`src/hw/sac_pkg.sv`:
```
package sac_pkg;

  // ---------------------------------------------------------------------------
  // timing: conversion clock rates derived from the 100 MHz bus clock
  // ---------------------------------------------------------------------------
  localparam int unsigned CLK_FREQ_KHZ = 100000;
  localparam int unsigned F_2MHZ_KHZ   = 2000;
  localparam int unsigned F_1MHZ_KHZ   = 1000;
  localparam int unsigned F_500K_KHZ   = 500;
  localparam int unsigned F_250K_KHZ   = 250;
  localparam int unsigned F_125K_KHZ   = 125;
  localparam logic [9:0]  DIV_2MHZ     = 10'(CLK_FREQ_KHZ / F_2MHZ_KHZ);
  localparam logic [9:0]  DIV_1MHZ     = 10'(CLK_FREQ_KHZ / F_1MHZ_KHZ);
  localparam logic [9:0]  DIV_500K     = 10'(CLK_FREQ_KHZ / F_500K_KHZ);
  localparam logic [9:0]  DIV_250K     = 10'(CLK_FREQ_KHZ / F_250K_KHZ);
  localparam logic [9:0]  DIV_125K     = 10'(CLK_FREQ_KHZ / F_125K_KHZ);
  localparam logic [9:0]  DIV_SLOW     = 10'h080;   // fast oscillator / 128

  // ---------------------------------------------------------------------------
  // register indices (byte address = 4 * index)
  // ---------------------------------------------------------------------------
  localparam logic [9:0] IDX_RESULT_LOW   = 10'h290;
  localparam logic [9:0] IDX_RESULT_MID   = 10'h291;
  localparam logic [9:0] IDX_RESULT_HIGH  = 10'h292;
  localparam logic [9:0] IDX_CHANNEL_SEL  = 10'h293;
  localparam logic [9:0] IDX_CONV_CONTROL = 10'h294;
  localparam logic [9:0] IDX_CONV_STATUS  = 10'h296;
  localparam logic [9:0] IDX_ROUTE_LOW    = 10'h297;
  localparam logic [9:0] IDX_ROUTE_HIGH   = 10'h298;
  localparam logic [9:0] IDX_INT_FLAG_ONE = 10'h299;
  localparam logic [9:0] IDX_INT_ENABLE   = 10'h29A;

  // ---------------------------------------------------------------------------
  // reset values and field positions
  // ---------------------------------------------------------------------------
  localparam logic [3:0]  RST_NIBBLE      = 4'h0;
  localparam logic [3:0]  RST_STATUS      = 4'h1;
  localparam logic [11:0] RST_RESULT      = 12'h000;
  localparam logic [11:0] SAR_FIRST_TRIAL = 12'h800;
  localparam logic [3:0]  SAR_MSB_IDX     = 4'hB;
  localparam int unsigned POS_IDLE_FLAG   = 0;
  localparam int unsigned POS_DONE_FLAG   = 0;
  localparam int unsigned POS_POWER_ON    = 3;

  typedef struct packed {
    logic       converter_power_on;
    logic [2:0] conversion_clock_code;
  } sac_ctrl_t;

  typedef enum {SAC_IDLE, SAC_CONVERT} sac_state_t;

endpackage

```
`src/hw/sac_top.sv`:
```
// Overview of operation
// - twelve-bit result, seven pins plus internal reference
// - result register write starts conversion, idle clears
// - completion sets idle, loads result, raises done
// - high-nibble write start also requests sleep
// - disabled interrupt: no request, converter stays powered
// - result split low, mid, high nibbles, reset zero
// - channel codes 0-6 pins, 7 internal reference
// - clock code selects one of six rates, codes 0/5 and 3/7 shared
// - slow rate: fast/128 or slow oscillator
// - power bit off shuts converter, resets zero
// - status bit zero busy, one idle, resets one
// - route low bits hand pins 0-3 over
// - route high bits hand pins 4-6 over
`timescale 1ns/1ps
`default_nettype none

module sac_top (
  input  wire logic        pclk,
  input  wire logic        presetn,
  input  wire logic        psel,
  input  wire logic        penable,
  input  wire logic        pwrite,
  input  wire logic [11:0] paddr,
  input  wire logic [31:0] pwdata,
  output var  logic [31:0] prdata,
  output var  logic        pready,
  output var  logic        pslverr,
  input  wire logic        cpu_low_speed,
  input  wire logic        slow_oscillator,
  input  wire logic        comparator_above,
  output var  logic [11:0] sar_trial_code,
  output var  logic [2:0]  channel_code_field,
  output var  logic        converter_power_on,
  output var  logic [6:0]  external_analog_inputs_route,
  output var  logic        sleep_request,
  output var  logic        irq
);

  // ---------------------------------------------------------------------------
  // state
  // ---------------------------------------------------------------------------
  // control and state
  sac_pkg::sac_ctrl_t  ctrl_r;
  sac_pkg::sac_state_t state_r;

  // channel and pin routing
  logic [3:0]  chan_sel_r;
  logic [3:0]  route_low_r;
  logic [2:0]  route_high_r;

  // approximation registers
  logic [11:0] result_r;
  logic [11:0] trial_r;
  logic [3:0]  bit_idx_r;

  // flags
  logic        idle_status_flag_r;
  logic        conversion_done_flag_r;
  logic        done_enable_r;
  logic        sleep_r;
  logic        irq_r;

  // conversion clock divider
  logic [9:0]  div_cnt_r;

  // synchroniser stages
  logic [1:0]  slow_sync_r;
  logic        slow_prev_r;
  logic [1:0]  cmp_sync_r;

  // registered bus answer
  logic [31:0] prdata_r;
  logic        pready_r;
  logic        pslverr_r;

  // decode signals
  logic [9:0]  idx;
  logic        aligned;
  logic        mapped;
  logic        wr_fire;

  // conversion start
  logic        start_req;
  logic        start_high;

  // conversion timing
  logic        conv_tick;
  logic        finish;
  logic        use_slow_osc;
  logic [9:0]  div_sel;

  // approximation datapath
  logic [11:0] decided;
  logic [11:0] bit_mask;
  logic [11:0] next_mask;

  // ---------------------------------------------------------------------------
  // bus decode
  // ---------------------------------------------------------------------------
  // only bits 1:0 both zero count as an aligned word access
  assign idx     = paddr[11:2];
  assign aligned = (paddr[1:0] == 2'h0);
  assign wr_fire = psel && penable && pready_r && pwrite && !pslverr_r;

  // decode of implemented word indices
  always_comb begin
    case (idx)
      sac_pkg::IDX_RESULT_LOW,
      sac_pkg::IDX_RESULT_MID,
      sac_pkg::IDX_RESULT_HIGH,
      sac_pkg::IDX_CHANNEL_SEL,
      sac_pkg::IDX_CONV_CONTROL,
      sac_pkg::IDX_CONV_STATUS,
      sac_pkg::IDX_ROUTE_LOW,
      sac_pkg::IDX_ROUTE_HIGH,
      sac_pkg::IDX_INT_FLAG_ONE,
      sac_pkg::IDX_INT_ENABLE: mapped = aligned;
      default:                 mapped = 1'b0;
    endcase
  end

  // ---------------------------------------------------------------------------
  // conversion start
  // ---------------------------------------------------------------------------

  // a write to any result nibble starts a conversion while powered
  assign start_req  = wr_fire && ctrl_r.converter_power_on &&
                      (idx == sac_pkg::IDX_RESULT_LOW ||
                       idx == sac_pkg::IDX_RESULT_MID ||
                       idx == sac_pkg::IDX_RESULT_HIGH);
  assign start_high = start_req && (idx == sac_pkg::IDX_RESULT_HIGH);

  // ---------------------------------------------------------------------------
  // apb slave: answer prepared in setup, pready high in access phase
  // ---------------------------------------------------------------------------
  // unmapped or misaligned reads answer zero along with the error
  always_ff @(posedge pclk or negedge presetn) begin
    if (!presetn) begin
      prdata_r  <= 32'h0000_0000;
      pready_r  <= 1'b0;
      pslverr_r <= 1'b0;
    end else begin
      pready_r  <= psel && !penable;
      pslverr_r <= psel && !penable && !mapped;
      if (psel && !penable && !pwrite && mapped) begin
        case (idx)
          sac_pkg::IDX_RESULT_LOW:   prdata_r <= {28'h0, result_r[3:0]};
          sac_pkg::IDX_RESULT_MID:   prdata_r <= {28'h0, result_r[7:4]};
          sac_pkg::IDX_RESULT_HIGH:  prdata_r <= {28'h0, result_r[11:8]};
          sac_pkg::IDX_CHANNEL_SEL:  prdata_r <= {28'h0, chan_sel_r};
          sac_pkg::IDX_CONV_CONTROL: prdata_r <= {28'h0, ctrl_r};
          sac_pkg::IDX_CONV_STATUS:  prdata_r <= {31'h0, idle_status_flag_r};
          sac_pkg::IDX_ROUTE_LOW:    prdata_r <= {28'h0, route_low_r};
          sac_pkg::IDX_ROUTE_HIGH:   prdata_r <= {29'h0, route_high_r};
          sac_pkg::IDX_INT_FLAG_ONE: prdata_r <= {31'h0, conversion_done_flag_r};
          sac_pkg::IDX_INT_ENABLE:   prdata_r <= {31'h0, done_enable_r};
          default:                   prdata_r <= 32'h0000_0000;
        endcase
      end else begin
        prdata_r <= 32'h0000_0000;
      end
    end
  end

  // ---------------------------------------------------------------------------
  // configuration registers
  // ---------------------------------------------------------------------------
  // writes land only at the access edge of an accepted transfer
  always_ff @(posedge pclk or negedge presetn) begin
    if (!presetn) begin
      ctrl_r        <= sac_pkg::RST_NIBBLE;
      chan_sel_r    <= sac_pkg::RST_NIBBLE;
      route_low_r   <= sac_pkg::RST_NIBBLE;
      route_high_r  <= sac_pkg::RST_NIBBLE[2:0];
      done_enable_r <= 1'b0;
    end else if (wr_fire) begin
      case (idx)
        sac_pkg::IDX_CONV_CONTROL: ctrl_r        <= pwdata[3:0];
        sac_pkg::IDX_CHANNEL_SEL:  chan_sel_r    <= pwdata[3:0];
        sac_pkg::IDX_ROUTE_LOW:    route_low_r   <= pwdata[3:0];
        sac_pkg::IDX_ROUTE_HIGH:   route_high_r  <= pwdata[2:0];
        sac_pkg::IDX_INT_ENABLE:   done_enable_r <= pwdata[sac_pkg::POS_DONE_FLAG];
        default:                   ctrl_r        <= ctrl_r;
      endcase
    end
  end

  // ---------------------------------------------------------------------------
  // input synchronisers
  // ---------------------------------------------------------------------------
  // only the second stage feeds logic, the first may be metastable
  always_ff @(posedge pclk or negedge presetn) begin
    if (!presetn) begin
      slow_sync_r <= 2'h0;
      slow_prev_r <= 1'b0;
      cmp_sync_r  <= 2'h0;
    end else begin
      slow_sync_r <= {slow_sync_r[0], slow_oscillator};
      slow_prev_r <= slow_sync_r[1];
      cmp_sync_r  <= {cmp_sync_r[0], comparator_above};
    end
  end

  // ---------------------------------------------------------------------------
  // conversion clock selection
  // ---------------------------------------------------------------------------
  always_comb begin
    use_slow_osc = 1'b0;
    case (ctrl_r.conversion_clock_code)
      3'h0:    div_sel = sac_pkg::DIV_1MHZ;
      3'h1:    div_sel = sac_pkg::DIV_250K;
      3'h2:    div_sel = sac_pkg::DIV_125K;
      3'h4:    div_sel = sac_pkg::DIV_2MHZ;
      3'h5:    div_sel = sac_pkg::DIV_1MHZ;
      3'h6:    div_sel = sac_pkg::DIV_500K;
      default: begin
        div_sel      = sac_pkg::DIV_SLOW;
        use_slow_osc = cpu_low_speed;
      end
    endcase
  end

  // tick is either the divider wrap or a slow oscillator rising edge
  assign conv_tick = (state_r == sac_pkg::SAC_CONVERT) &&
                     (use_slow_osc ? (slow_sync_r[1] && !slow_prev_r)
                                   : (div_cnt_r == div_sel - 10'h001));

  // ---------------------------------------------------------------------------
  // conversion divider
  // ---------------------------------------------------------------------------

  // divider restarts with every conversion so the first step is full length
  // a count left above a new, smaller divisor is cleared rather than wrapped
  always_ff @(posedge pclk or negedge presetn) begin
    if (!presetn) begin
      div_cnt_r <= 10'h000;
    end else if (state_r != sac_pkg::SAC_CONVERT || conv_tick || div_cnt_r >= div_sel) begin
      div_cnt_r <= 10'h000;
    end else begin
      div_cnt_r <= div_cnt_r + 10'h001;
    end
  end

  // ---------------------------------------------------------------------------
  // successive approximation
  // ---------------------------------------------------------------------------
  assign bit_mask  = 12'h001 << bit_idx_r;
  assign next_mask = bit_mask >> 1;
  assign decided   = cmp_sync_r[1] ? trial_r : (trial_r & ~bit_mask);
  assign finish    = conv_tick && (bit_idx_r == 4'h0);

  // sequencer: one bit decided per conversion clock, msb first
  // power loss aborts at once and leaves the stored result alone
  always_ff @(posedge pclk or negedge presetn) begin
    if (!presetn) begin
      state_r   <= sac_pkg::SAC_IDLE;
      trial_r   <= sac_pkg::RST_RESULT;
      bit_idx_r <= 4'h0;
    end else begin
      case (state_r)
        sac_pkg::SAC_IDLE: begin
          if (start_req) begin
            state_r   <= sac_pkg::SAC_CONVERT;
            trial_r   <= sac_pkg::SAR_FIRST_TRIAL;
            bit_idx_r <= sac_pkg::SAR_MSB_IDX;
          end
        end
        sac_pkg::SAC_CONVERT: begin
          if (!ctrl_r.converter_power_on) begin
            state_r <= sac_pkg::SAC_IDLE;
          end else if (finish) begin
            state_r <= sac_pkg::SAC_IDLE;
            trial_r <= decided;
          end else if (conv_tick) begin
            trial_r   <= decided | next_mask;
            bit_idx_r <= bit_idx_r - 4'h1;
          end
        end
        default: state_r <= sac_pkg::SAC_IDLE;
      endcase
    end
  end

  // ---------------------------------------------------------------------------
  // result and status
  // ---------------------------------------------------------------------------

  // result held through the conversion, all nibbles loaded together
  always_ff @(posedge pclk or negedge presetn) begin
    if (!presetn) begin
      result_r <= sac_pkg::RST_RESULT;
    end else if (finish && ctrl_r.converter_power_on) begin
      result_r <= decided;
    end
  end

  // idle flag low while converting
  // an abort by power loss also returns the flag to idle
  always_ff @(posedge pclk or negedge presetn) begin
    if (!presetn) begin
      idle_status_flag_r <= sac_pkg::RST_STATUS[sac_pkg::POS_IDLE_FLAG];
    end else if (start_req && state_r == sac_pkg::SAC_IDLE) begin
      idle_status_flag_r <= 1'b0;
    end else if (state_r == sac_pkg::SAC_CONVERT &&
                 (finish || !ctrl_r.converter_power_on)) begin
      idle_status_flag_r <= 1'b1;
    end
  end

  // ---------------------------------------------------------------------------
  // sleep control
  // ---------------------------------------------------------------------------

  // sleep held from a high-nibble start until the conversion ends
  // a start during a conversion is ignored and cannot re-arm sleep
  always_ff @(posedge pclk or negedge presetn) begin
    if (!presetn) begin
      sleep_r <= 1'b0;
    end else if (start_high && state_r == sac_pkg::SAC_IDLE) begin
      sleep_r <= 1'b1;
    end else if (state_r == sac_pkg::SAC_IDLE) begin
      sleep_r <= 1'b0;
    end
  end

  // ---------------------------------------------------------------------------
  // interrupt: sticky done flag, write one to clear, set wins
  // ---------------------------------------------------------------------------
  // a completion in the same cycle as a clear keeps the flag set
  always_ff @(posedge pclk or negedge presetn) begin
    if (!presetn) begin
      conversion_done_flag_r <= 1'b0;
    end else if (finish && ctrl_r.converter_power_on) begin
      conversion_done_flag_r <= 1'b1;
    end else if (wr_fire && idx == sac_pkg::IDX_INT_FLAG_ONE &&
                 pwdata[sac_pkg::POS_DONE_FLAG]) begin
      conversion_done_flag_r <= 1'b0;
    end
  end

  // ---------------------------------------------------------------------------
  // interrupt level
  // ---------------------------------------------------------------------------

  // interrupt level, masked by the enable register
  always_ff @(posedge pclk or negedge presetn) begin
    if (!presetn) begin
      irq_r <= 1'b0;
    end else begin
      irq_r <= conversion_done_flag_r && done_enable_r;
    end
  end

  // ---------------------------------------------------------------------------
  // outputs
  // ---------------------------------------------------------------------------
  // every output is a flip-flop or a plain bundle of flip-flops
  assign prdata                       = prdata_r;
  assign pready                       = pready_r;
  assign pslverr                      = pslverr_r;
  assign sar_trial_code               = trial_r;
  assign channel_code_field           = chan_sel_r[2:0];
  assign converter_power_on           = ctrl_r.converter_power_on;
  assign external_analog_inputs_route = {route_high_r, route_low_r};
  assign sleep_request                = sleep_r;
  assign irq                          = irq_r;

endmodule // sac_top

`default_nettype wire

```
`config.mk`:
```
export PLATFORM = sky130hd
export DESIGN_NAME = sac_top
export DESIGN_NICKNAME = d
export VERILOG_FILES = /design/src/hw/sac_pkg.sv /design/src/hw/sac_top.sv
export SDC_FILE = /design/constraint.sdc
export NUM_CORES = 1
export LEC_CHECK = 0
export BUFFER_PORTS_ARGS = -buffer_cell sky130_fd_sc_hd__buf_2
export CAP_MARGIN = 40
export CORE_MARGIN = 5
export CORE_UTILIZATION = 25
export CTS_CLUSTER_SIZE = 16
export DETAILED_ROUTE_END_ITERATION = 10
export GPL_ROUTABILITY_DRIVEN = 0
export PLACE_DENSITY_LB_ADDON = 0.12
export SLEW_MARGIN = 20
export SYNTH_ARGS = -nofsm -noshare
export SYNTH_HDL_FRONTEND = slang
export SYNTH_SLANG_ARGS = --single-unit
```
`constraint.sdc`:
```
create_clock -name pclk -period 4.1 [get_ports pclk]
set_input_delay 0.41 -clock pclk [delete_from_list [all_inputs] [get_ports pclk]]
set_output_delay 0.41 -clock pclk [all_outputs]
set_load 0.02 [all_outputs]
```
-- After elaboration in Yosys (flattened, before gate mapping)
Index checks and enable logic that the tools add are counted.
- bits in registers: 129
- input bits: 52
- output and inout port bits: 59
- word-level logic and storage cells: 134
- add/sub/neg operators: 3
- order comparisons: 1
- equality and inequality tests: 25
- shift-type cells: 1
- muxes and demuxes: 28
- bitwise operators: 3
- reductions and logical operators: 52
- operators with widths (kind ; number):
    32-bit 2-to-1 mux ; 4
    10-bit equality test, second input constant ; 10
    32-bit logical NOT ; 2
    32-bit case mux with 2 select lines ; 1
    12-bit 2-to-1 mux ; 5
    10-bit case mux with 5 select lines ; 1
    4-bit case mux with 10 select lines ; 1
    32-bit by 1-bit equality test with 1-bit output, second input constant ; 1
    32-bit by 2-bit equality test with 1-bit output, second input constant ; 1
    32-bit by 2-bit inequality test with 1-bit output, second input constant ; 1
    12-bit case mux with 2 select lines ; 1
    1-bit logical AND ; 21
    4-bit 2-to-1 mux ; 4
    12-bit bitwise AND ; 1
    12-bit inverter ; 1
    12-bit by 11-bit OR with 12-bit output ; 1
    2-bit AND reduction ; 6
    1-bit by 4-bit left shift with 12-bit output, first input constant ; 1
    10-bit by 1-bit adder with 10-bit output, second input constant ; 1
    10-bit equality test ; 1
    10-bit greater-or-equal comparator ; 1
    10-bit 2-to-1 mux ; 1
    10-bit OR reduction ; 1
    10-bit by 1-bit subtractor with 10-bit output, second input constant ; 1
    18 further kinds ; 44

-- Depth between registers and ports, before layout
- word-level depth: 12
- gate-level depth with buffers: 15
- mapped depth without buffers: 11

-- Least setup slack after synthesis
No wires, ideal clock.
- path type: flip-flop to flip-flop
- start: register ctrl_r[0] (netlist bit)
- end: register bit_idx_r[3]
- setup time: 132 ps
- data arrival time: 2751 ps
- slack: 1217 ps
- stages on the path, launching flop included: 14
- period minus slack after synthesis: 2883 ps
- path through: dfrtp_1 -> buf_6 -> buf_6 -> xor2_1 -> or2_2 -> ha_1 -> clkbuf_1 -> a21o_1 -> o221a_2 -> o2111ai_1 -> o21ai_2 -> mux2_4 -> nand4_1 -> or3b_1
- cells in the longest elaborated chain, start to end: 10
- elaborated cells between the ends (all ways): 18
- those cells by class: add/sub (1); eq/ne (8); mux (3); reduce/logical (6)
- ends and longest elaborated chain (item ; line ; text):
    from (decl) ; sac_top.sv:44 ; sac_pkg::sac_ctrl_t ctrl_r;
    from (signal assigned) ; sac_top.sv:172 ; ctrl_r <= sac_pkg::RST_NIBBLE;
    from (signal assigned) ; sac_top.sv:179 ; sac_pkg::IDX_CONV_CONTROL: ctrl_r <= pwdata[3:0];
    from (signal assigned) ; sac_top.sv:184 ; default: ctrl_r <= ctrl_r;
    3-bit equality test / 3-bit logical NOT (equally long branches) ; sac_top.sv:210 ; case (ctrl_r.conversion_clock_code)
    2-bit OR reduction (no source line) ; - ;
    10-bit case mux with 5 select lines ; sac_top.sv:210 ;
    10-bit by 1-bit subtractor with 10-bit output ; sac_top.sv:227 ; : (div_cnt_r == div_sel - 10'h001));
    10-bit equality test ; sac_top.sv:227 ;
    1-bit 2-to-1 mux (*) ; sac_top.sv:226 ; (use_slow_osc ? (slow_sync_r[1] && !slow_prev_r)
    1-bit logical AND (*) ; sac_top.sv:225 ; assign conv_tick = (state_r == sac_pkg::SAC_CONVERT) &&
    1-bit logical AND ; sac_top.sv:251 ; assign finish = conv_tick && (bit_idx_r == 4'h0);
    2-bit inequality test (no source line) ; - ;
    5-bit AND reduction (no source line) (*) ; - ;
    to (signal assigned) ; sac_top.sv:266 ; bit_idx_r <= sac_pkg::SAR_MSB_IDX;
    to (signal assigned) ; sac_top.sv:277 ; bit_idx_r <= bit_idx_r - 4'h1;
    to (decl) ; sac_top.sv:55 ; logic [3:0] bit_idx_r;
Every way passes the cells marked *; elsewhere a longest branch is shown, timed or not.
A chain may end at the register's enable or synchronous reset.

-- Worst setup path in the final report
- start: register ctrl_r[2] (netlist bit)
- end: register trial_r[8], in the netlist sar_trial_code[8]
- cells in the longest elaborated chain, start to end: 11
- elaborated cells between the ends (all ways): 20
- those cells by class: add/sub (1); eq/ne (7); mux (6); reduce/logical (6)
- ends and longest elaborated chain (item ; line ; text):
    3-bit equality test / 3-bit logical NOT (equally long branches) ; sac_top.sv:210 ;
    2-bit OR reduction (no source line) ; - ;
    10-bit case mux with 5 select lines ; sac_top.sv:210 ;
    10-bit by 1-bit subtractor with 10-bit output ; sac_top.sv:227 ;
    10-bit equality test ; sac_top.sv:227 ;
    1-bit 2-to-1 mux (*) ; sac_top.sv:226 ;
    1-bit logical AND (*) ; sac_top.sv:225 ;
    1-bit logical AND ; sac_top.sv:251 ;
    12-bit 2-to-1 mux ; sac_top.sv:272 ; end else if (finish) begin
    12-bit 2-to-1 mux ; sac_top.sv:270 ; if (!ctrl_r.converter_power_on) begin
    12-bit case mux with 2 select lines ; sac_top.sv:261 ; case (state_r)
    to (signal assigned) ; sac_top.sv:265 ; trial_r <= sac_pkg::SAR_FIRST_TRIAL;
    to (signal assigned) ; sac_top.sv:274 ; trial_r <= decided;
    to (signal assigned) ; sac_top.sv:276 ; trial_r <= decided | next_mask;
    to (decl) ; sac_top.sv:54 ; logic [11:0] trial_r;
Every way passes the cells marked *; elsewhere a longest branch is shown, timed or not. The select of a mux whose other input is x is not followed.

==> results by group <==
Synth
  • Synth Area in Compound Gates: 16.77%
  • Synth Warn #: 0
  • Top post-synthesis cells by area: dfrtp_1 (42%), buf_4 (5.8%), ha_1 (5.2%)
  • Post-Synthesis Cells: approximately 430
  • Post-synth cell types: a little over 60
  • Post-synth top area share: between 40 and 50%
  • XOR/XNOR Fraction of Synth Area: about 2.6%
  • Post-synth top flop: dfrtp_1
  • Syn_area_per_cell: roughly 9.6 um2
  • Async SR Flop Fraction: 100.0%
  • Post-Syn Area: ~4100 um2
  • Sequential share of the synthesized area: between 40% and 50%
  • EDFF count, synth: 0
  • Most common cell in the netlist: dfrtp_1
  • Area leader, netlist: dfrtp_1
  • Synth Area in Simple Gates: between 10% and 20%
  • Largest family of logic cells by synthesized area: simple AND/OR/NAND/NOR gates
  • Yosys reg bits: 70
  • Mux cell area share after synthesis: 6.027%
  • Top post-synthesis cells by count: dfrtp_1 (69), o21ai_0 (37), nor2_1 (33)
  • Synth Area in Adders: 5.175%

Routing
  • Per-cell routed wire length: 15.84 um
  • Final WL: about 11000 um
  • Total number of vias: approximately 3300
  • Vias per cell: 4.690
  • Residual DRC count: 0
  • Starting DRT DRC Count: about 320
  • Remaining antenna violation count: 0
  • DRT Pass-1 Iters: 4

Critical path
  • Critical Path End Type: flop
  • WP buf/inv: 1
  • Reg2reg setup slack: 0.64 ns
  • CP Cell Sequence: or3b_4 > inv_1 > ha_1 > nor2b_1 > o21ai_0 > a2111oi_1 > o2111ai_1 > o21ai_2 > nand4_1 > nor2_1 > a22o_1
  • Reg2reg end: sar_trial_code[8]$_DFFE_PN0P_
  • Slowest cell on the critical path: dfrtp_1
  • R2R depth: 11
  • Worst EP required: between 4 and 5 ns
  • Data arrival, critical path: 3.74 ns
  • CP startpoint kind: flop
  • CP Class: flop to flop
  • CP top delay family: simple AND/OR/NAND/NOR gates
  • Slowest cell delay on critical path: 0.62 ns
  • Crit Path Max Fanout: 13
  • Reg2Reg Launch Point: ctrl_r[2]$_DFFE_PN0P_

Layout
  • Layout Nets: 541
  • Diodes inserted: 0
  • Layout cells sized above 1: approximately a fifth
  • Syn-to-layout area delta: 15.95%

Global routing
  • First-pass GRT wire length: between 15000 and 20000 um
  • Initial antenna violation count: 0
  • Global route overflow: 0
  • Pin count of the biggest net entering global routing: 55
  • Vias in the first global route: 3181
  • GR Util All Layers: between 10% and 20%

Clock network
  • TritonCTS clock tree: built
  • Clock network latency to the later pin of the worst-skew pair: 0.34 ns
  • CTS H-tree lvls: 3
  • CTS clk-pin slew, worst paths: around 0.060 ns
  • Total clock buffers created by CTS: 9
  • Max Root-Sink Buffers: 2
  • Setup bufs post-CTS: 0
  • CTS Root Buffer Type: clkbuf_16
  • CTS Sinks: 70

Floorplanning
  • Die height: around 140 um
  • Initial cell density of the core: 25.69%
  • Die ar.: between 15000 and 20000 um2
  • CORE AREA: ~16000 um2
  • Top-level port count: about 110
  • Die X: around 140 um
  • FP Rows: between 40 and 50

STA
  • Final setup slack of the worst path: between 0.6 and 0.7 ns
  • Tcrit/Tclk final: between 80% and 90%
  • Setup violators final: 0
  • Min Clock Period, post-route: approximately 3.5 ns
  • Worst Tran Pin Value: between 0.6 and 0.7 ns
  • Setup TNS: 0 ns
  • Setup Skew: approximately 0.0077 ns
  • Max transition margin: between 50% and 60%
  • Max-slew violations: 0
  • RSZ-0062 raised after global routing: no
  • Achievable Freq: about 290 MHz
  • Hold Violations, Final: 0

Pwr
  • Reg power frac: a little over two fifths
  • Max IR drop VDD: ~0.19 mV
  • Comb power frac: about 4.7%
  • Switching Fraction: between 20% and 30%
  • Power Density: 332.4 nW/um2
  • Net Sw Power: around 0.4 mW
  • Int Power: ~1.2 mW
  • Clk pwr share: 51.2%
  • Pleak: ~2.1 nW

Place
  • Hpwl dp: between 8000 and 9000 um
  • Setup WS pre-CTS: approximately 0.69 ns
  • I/O Buffers: 54

Outcome
  • Outcome: completed

Hold path
  • Hold path startpoint: comparator_above
  • Worst hold stages: 1
  • Worst Hold Class: input pin to flop
  • WHS Endpoint: cmp_sync_r[0]$_DFF_PN0_

Flow run
  • Max-cap viol count: 0
-- flip-flops by register name, indices dropped and copies added, names as in the netlist, 3 cells and up --
register        count
bit_idx_r           4
chan_sel_r          4
ctrl_r              3
div_cnt_r          10
prdata              4
result_r           12
route_high_r        3
route_low_r         4
sar_trial_code     12
-- layout make-up --
| type | count | area, um2 |
|---|---|---|
| clock buffers | 9 | 225.2 |
| clock inverters | 7 | 81.33 |
| fillers | 1715 | 11230 |
| inverters | 11 | 41.29 |
| multi-input cells | 322 | 2069 |
| flip-flops and latches | 70 | 1753 |
| well taps | 216 | 270.3 |
| repair buffers | 58 | 325.3 |
-- repair_timing --
action                                 CTS  global route
resized for setup                        0             0
endpoints found under the hold margin   16             0
hold buffers                             1             0
-- layout by cell type, fill, tap and decap left out, types with 4 or more instances in the layout --
cell / count
dfrtp_1: 69
a31oi_1: 4
a22oi_1: 10
nand4_1: 5
conb_1: 28
xor2_1: 7
nand2b_1: 8
and3_1: 4
a22o_1: 14
nor2b_1: 5
mux2_2: 16
ha_1: 17
clkbuf_16: 9
a21oi_1: 11
and2_1: 4
nor2_1: 33
buf_2: 53
xnor2_1: 5
nand3_1: 21
o21a_1: 4
o21ai_0: 37
inv_1: 11
a21o_1: 4
nand2_1: 32
nor3_1: 7
-- power by group through the flow --
stage	Sequential [mW]	Clock, mW	Combinational (mW)
global placement	0.710	0	0.0715
detailed placement	0.710	0	0.0751
floorplan	0.711	0	0.0563
global route	0.698	0.868	0.0834
finish	0.697	0.812	0.0751
CTS	0.697	0.851	0.0759
-- cells by family after synthesis --
logic type,count (synthesis)
buffers and inverters,62
multiplexers,22
adder cells (fa/ha/maj),17
AND/OR/NAND/NOR,139
XOR/XNOR,12
other,1
AO/OA/AOI/OAI,104
flip-flops,70
-- routing by layer --
metal	vias to the layer above	GRT usage [%]	wire length (um)	part of all wire [%]
met5	-	0	0	0
met4	0	4.212	163	1.5
met3	12	2.793	687	6.3
met2	117	16.65	4653	42
met1	1553	16.46	5472	50
li1	1568	-	-	-
-- metrics by stage --
step                      cells  hold WS (ns)  area [um2]  power, mW  util [%]
after floorplan             454        0.1144        4212     0.7671         -
after global placement      675        0.3337        4422     0.7816     27.64
after detailed placement    676        0.3094        4449     0.7854     27.81
after CTS                   693        0.1539        4766      1.624     29.79
after global routing        693        0.1607        4766      1.649     29.79
final                       693        0.1723        4766      1.584     29.79
-- worst register-to-register path: stages (launching register included) --
cell	delay, ns
dfrtp_1	0.62
or3b_4	0.47
inv_1	0.07
ha_1	0.23
nor2b_1	0.11
o21ai_0	0.09
a2111oi_1	0.45
o2111ai_1	0.21
o21ai_2	0.27
nand4_1	0.33
nor2_1	0.35
a22o_1	0.19
-- worst max-delay path by stage --
| stage | startpoint | end | slack (ns) | cells past startpoint |
|---|---|---|---|---|
| after floorplan | ctrl_r[0]$_DFFE_PN0P_ | bit_idx_r[3]$_DFFE_PN0P_ | 1.22 | 13 |
| after global placement | ctrl_r[2]$_DFFE_PN0P_ | sar_trial_code[8]$_DFFE_PN0P_ | 0.67 | 11 |
| after detailed placement | ctrl_r[2]$_DFFE_PN0P_ | bit_idx_r[1]$_DFFE_PN0P_ | 0.69 | 11 |
| after CTS | ctrl_r[2]$_DFFE_PN0P_ | sar_trial_code[8]$_DFFE_PN0P_ | 0.66 | 11 |
| after global routing | ctrl_r[2]$_DFFE_PN0P_ | sar_trial_code[8]$_DFFE_PN0P_ | 0.41 | 11 |
| final | ctrl_r[2]$_DFFE_PN0P_ | sar_trial_code[8]$_DFFE_PN0P_ | 0.64 | 11 |
(Power assumes the default switching activity.)
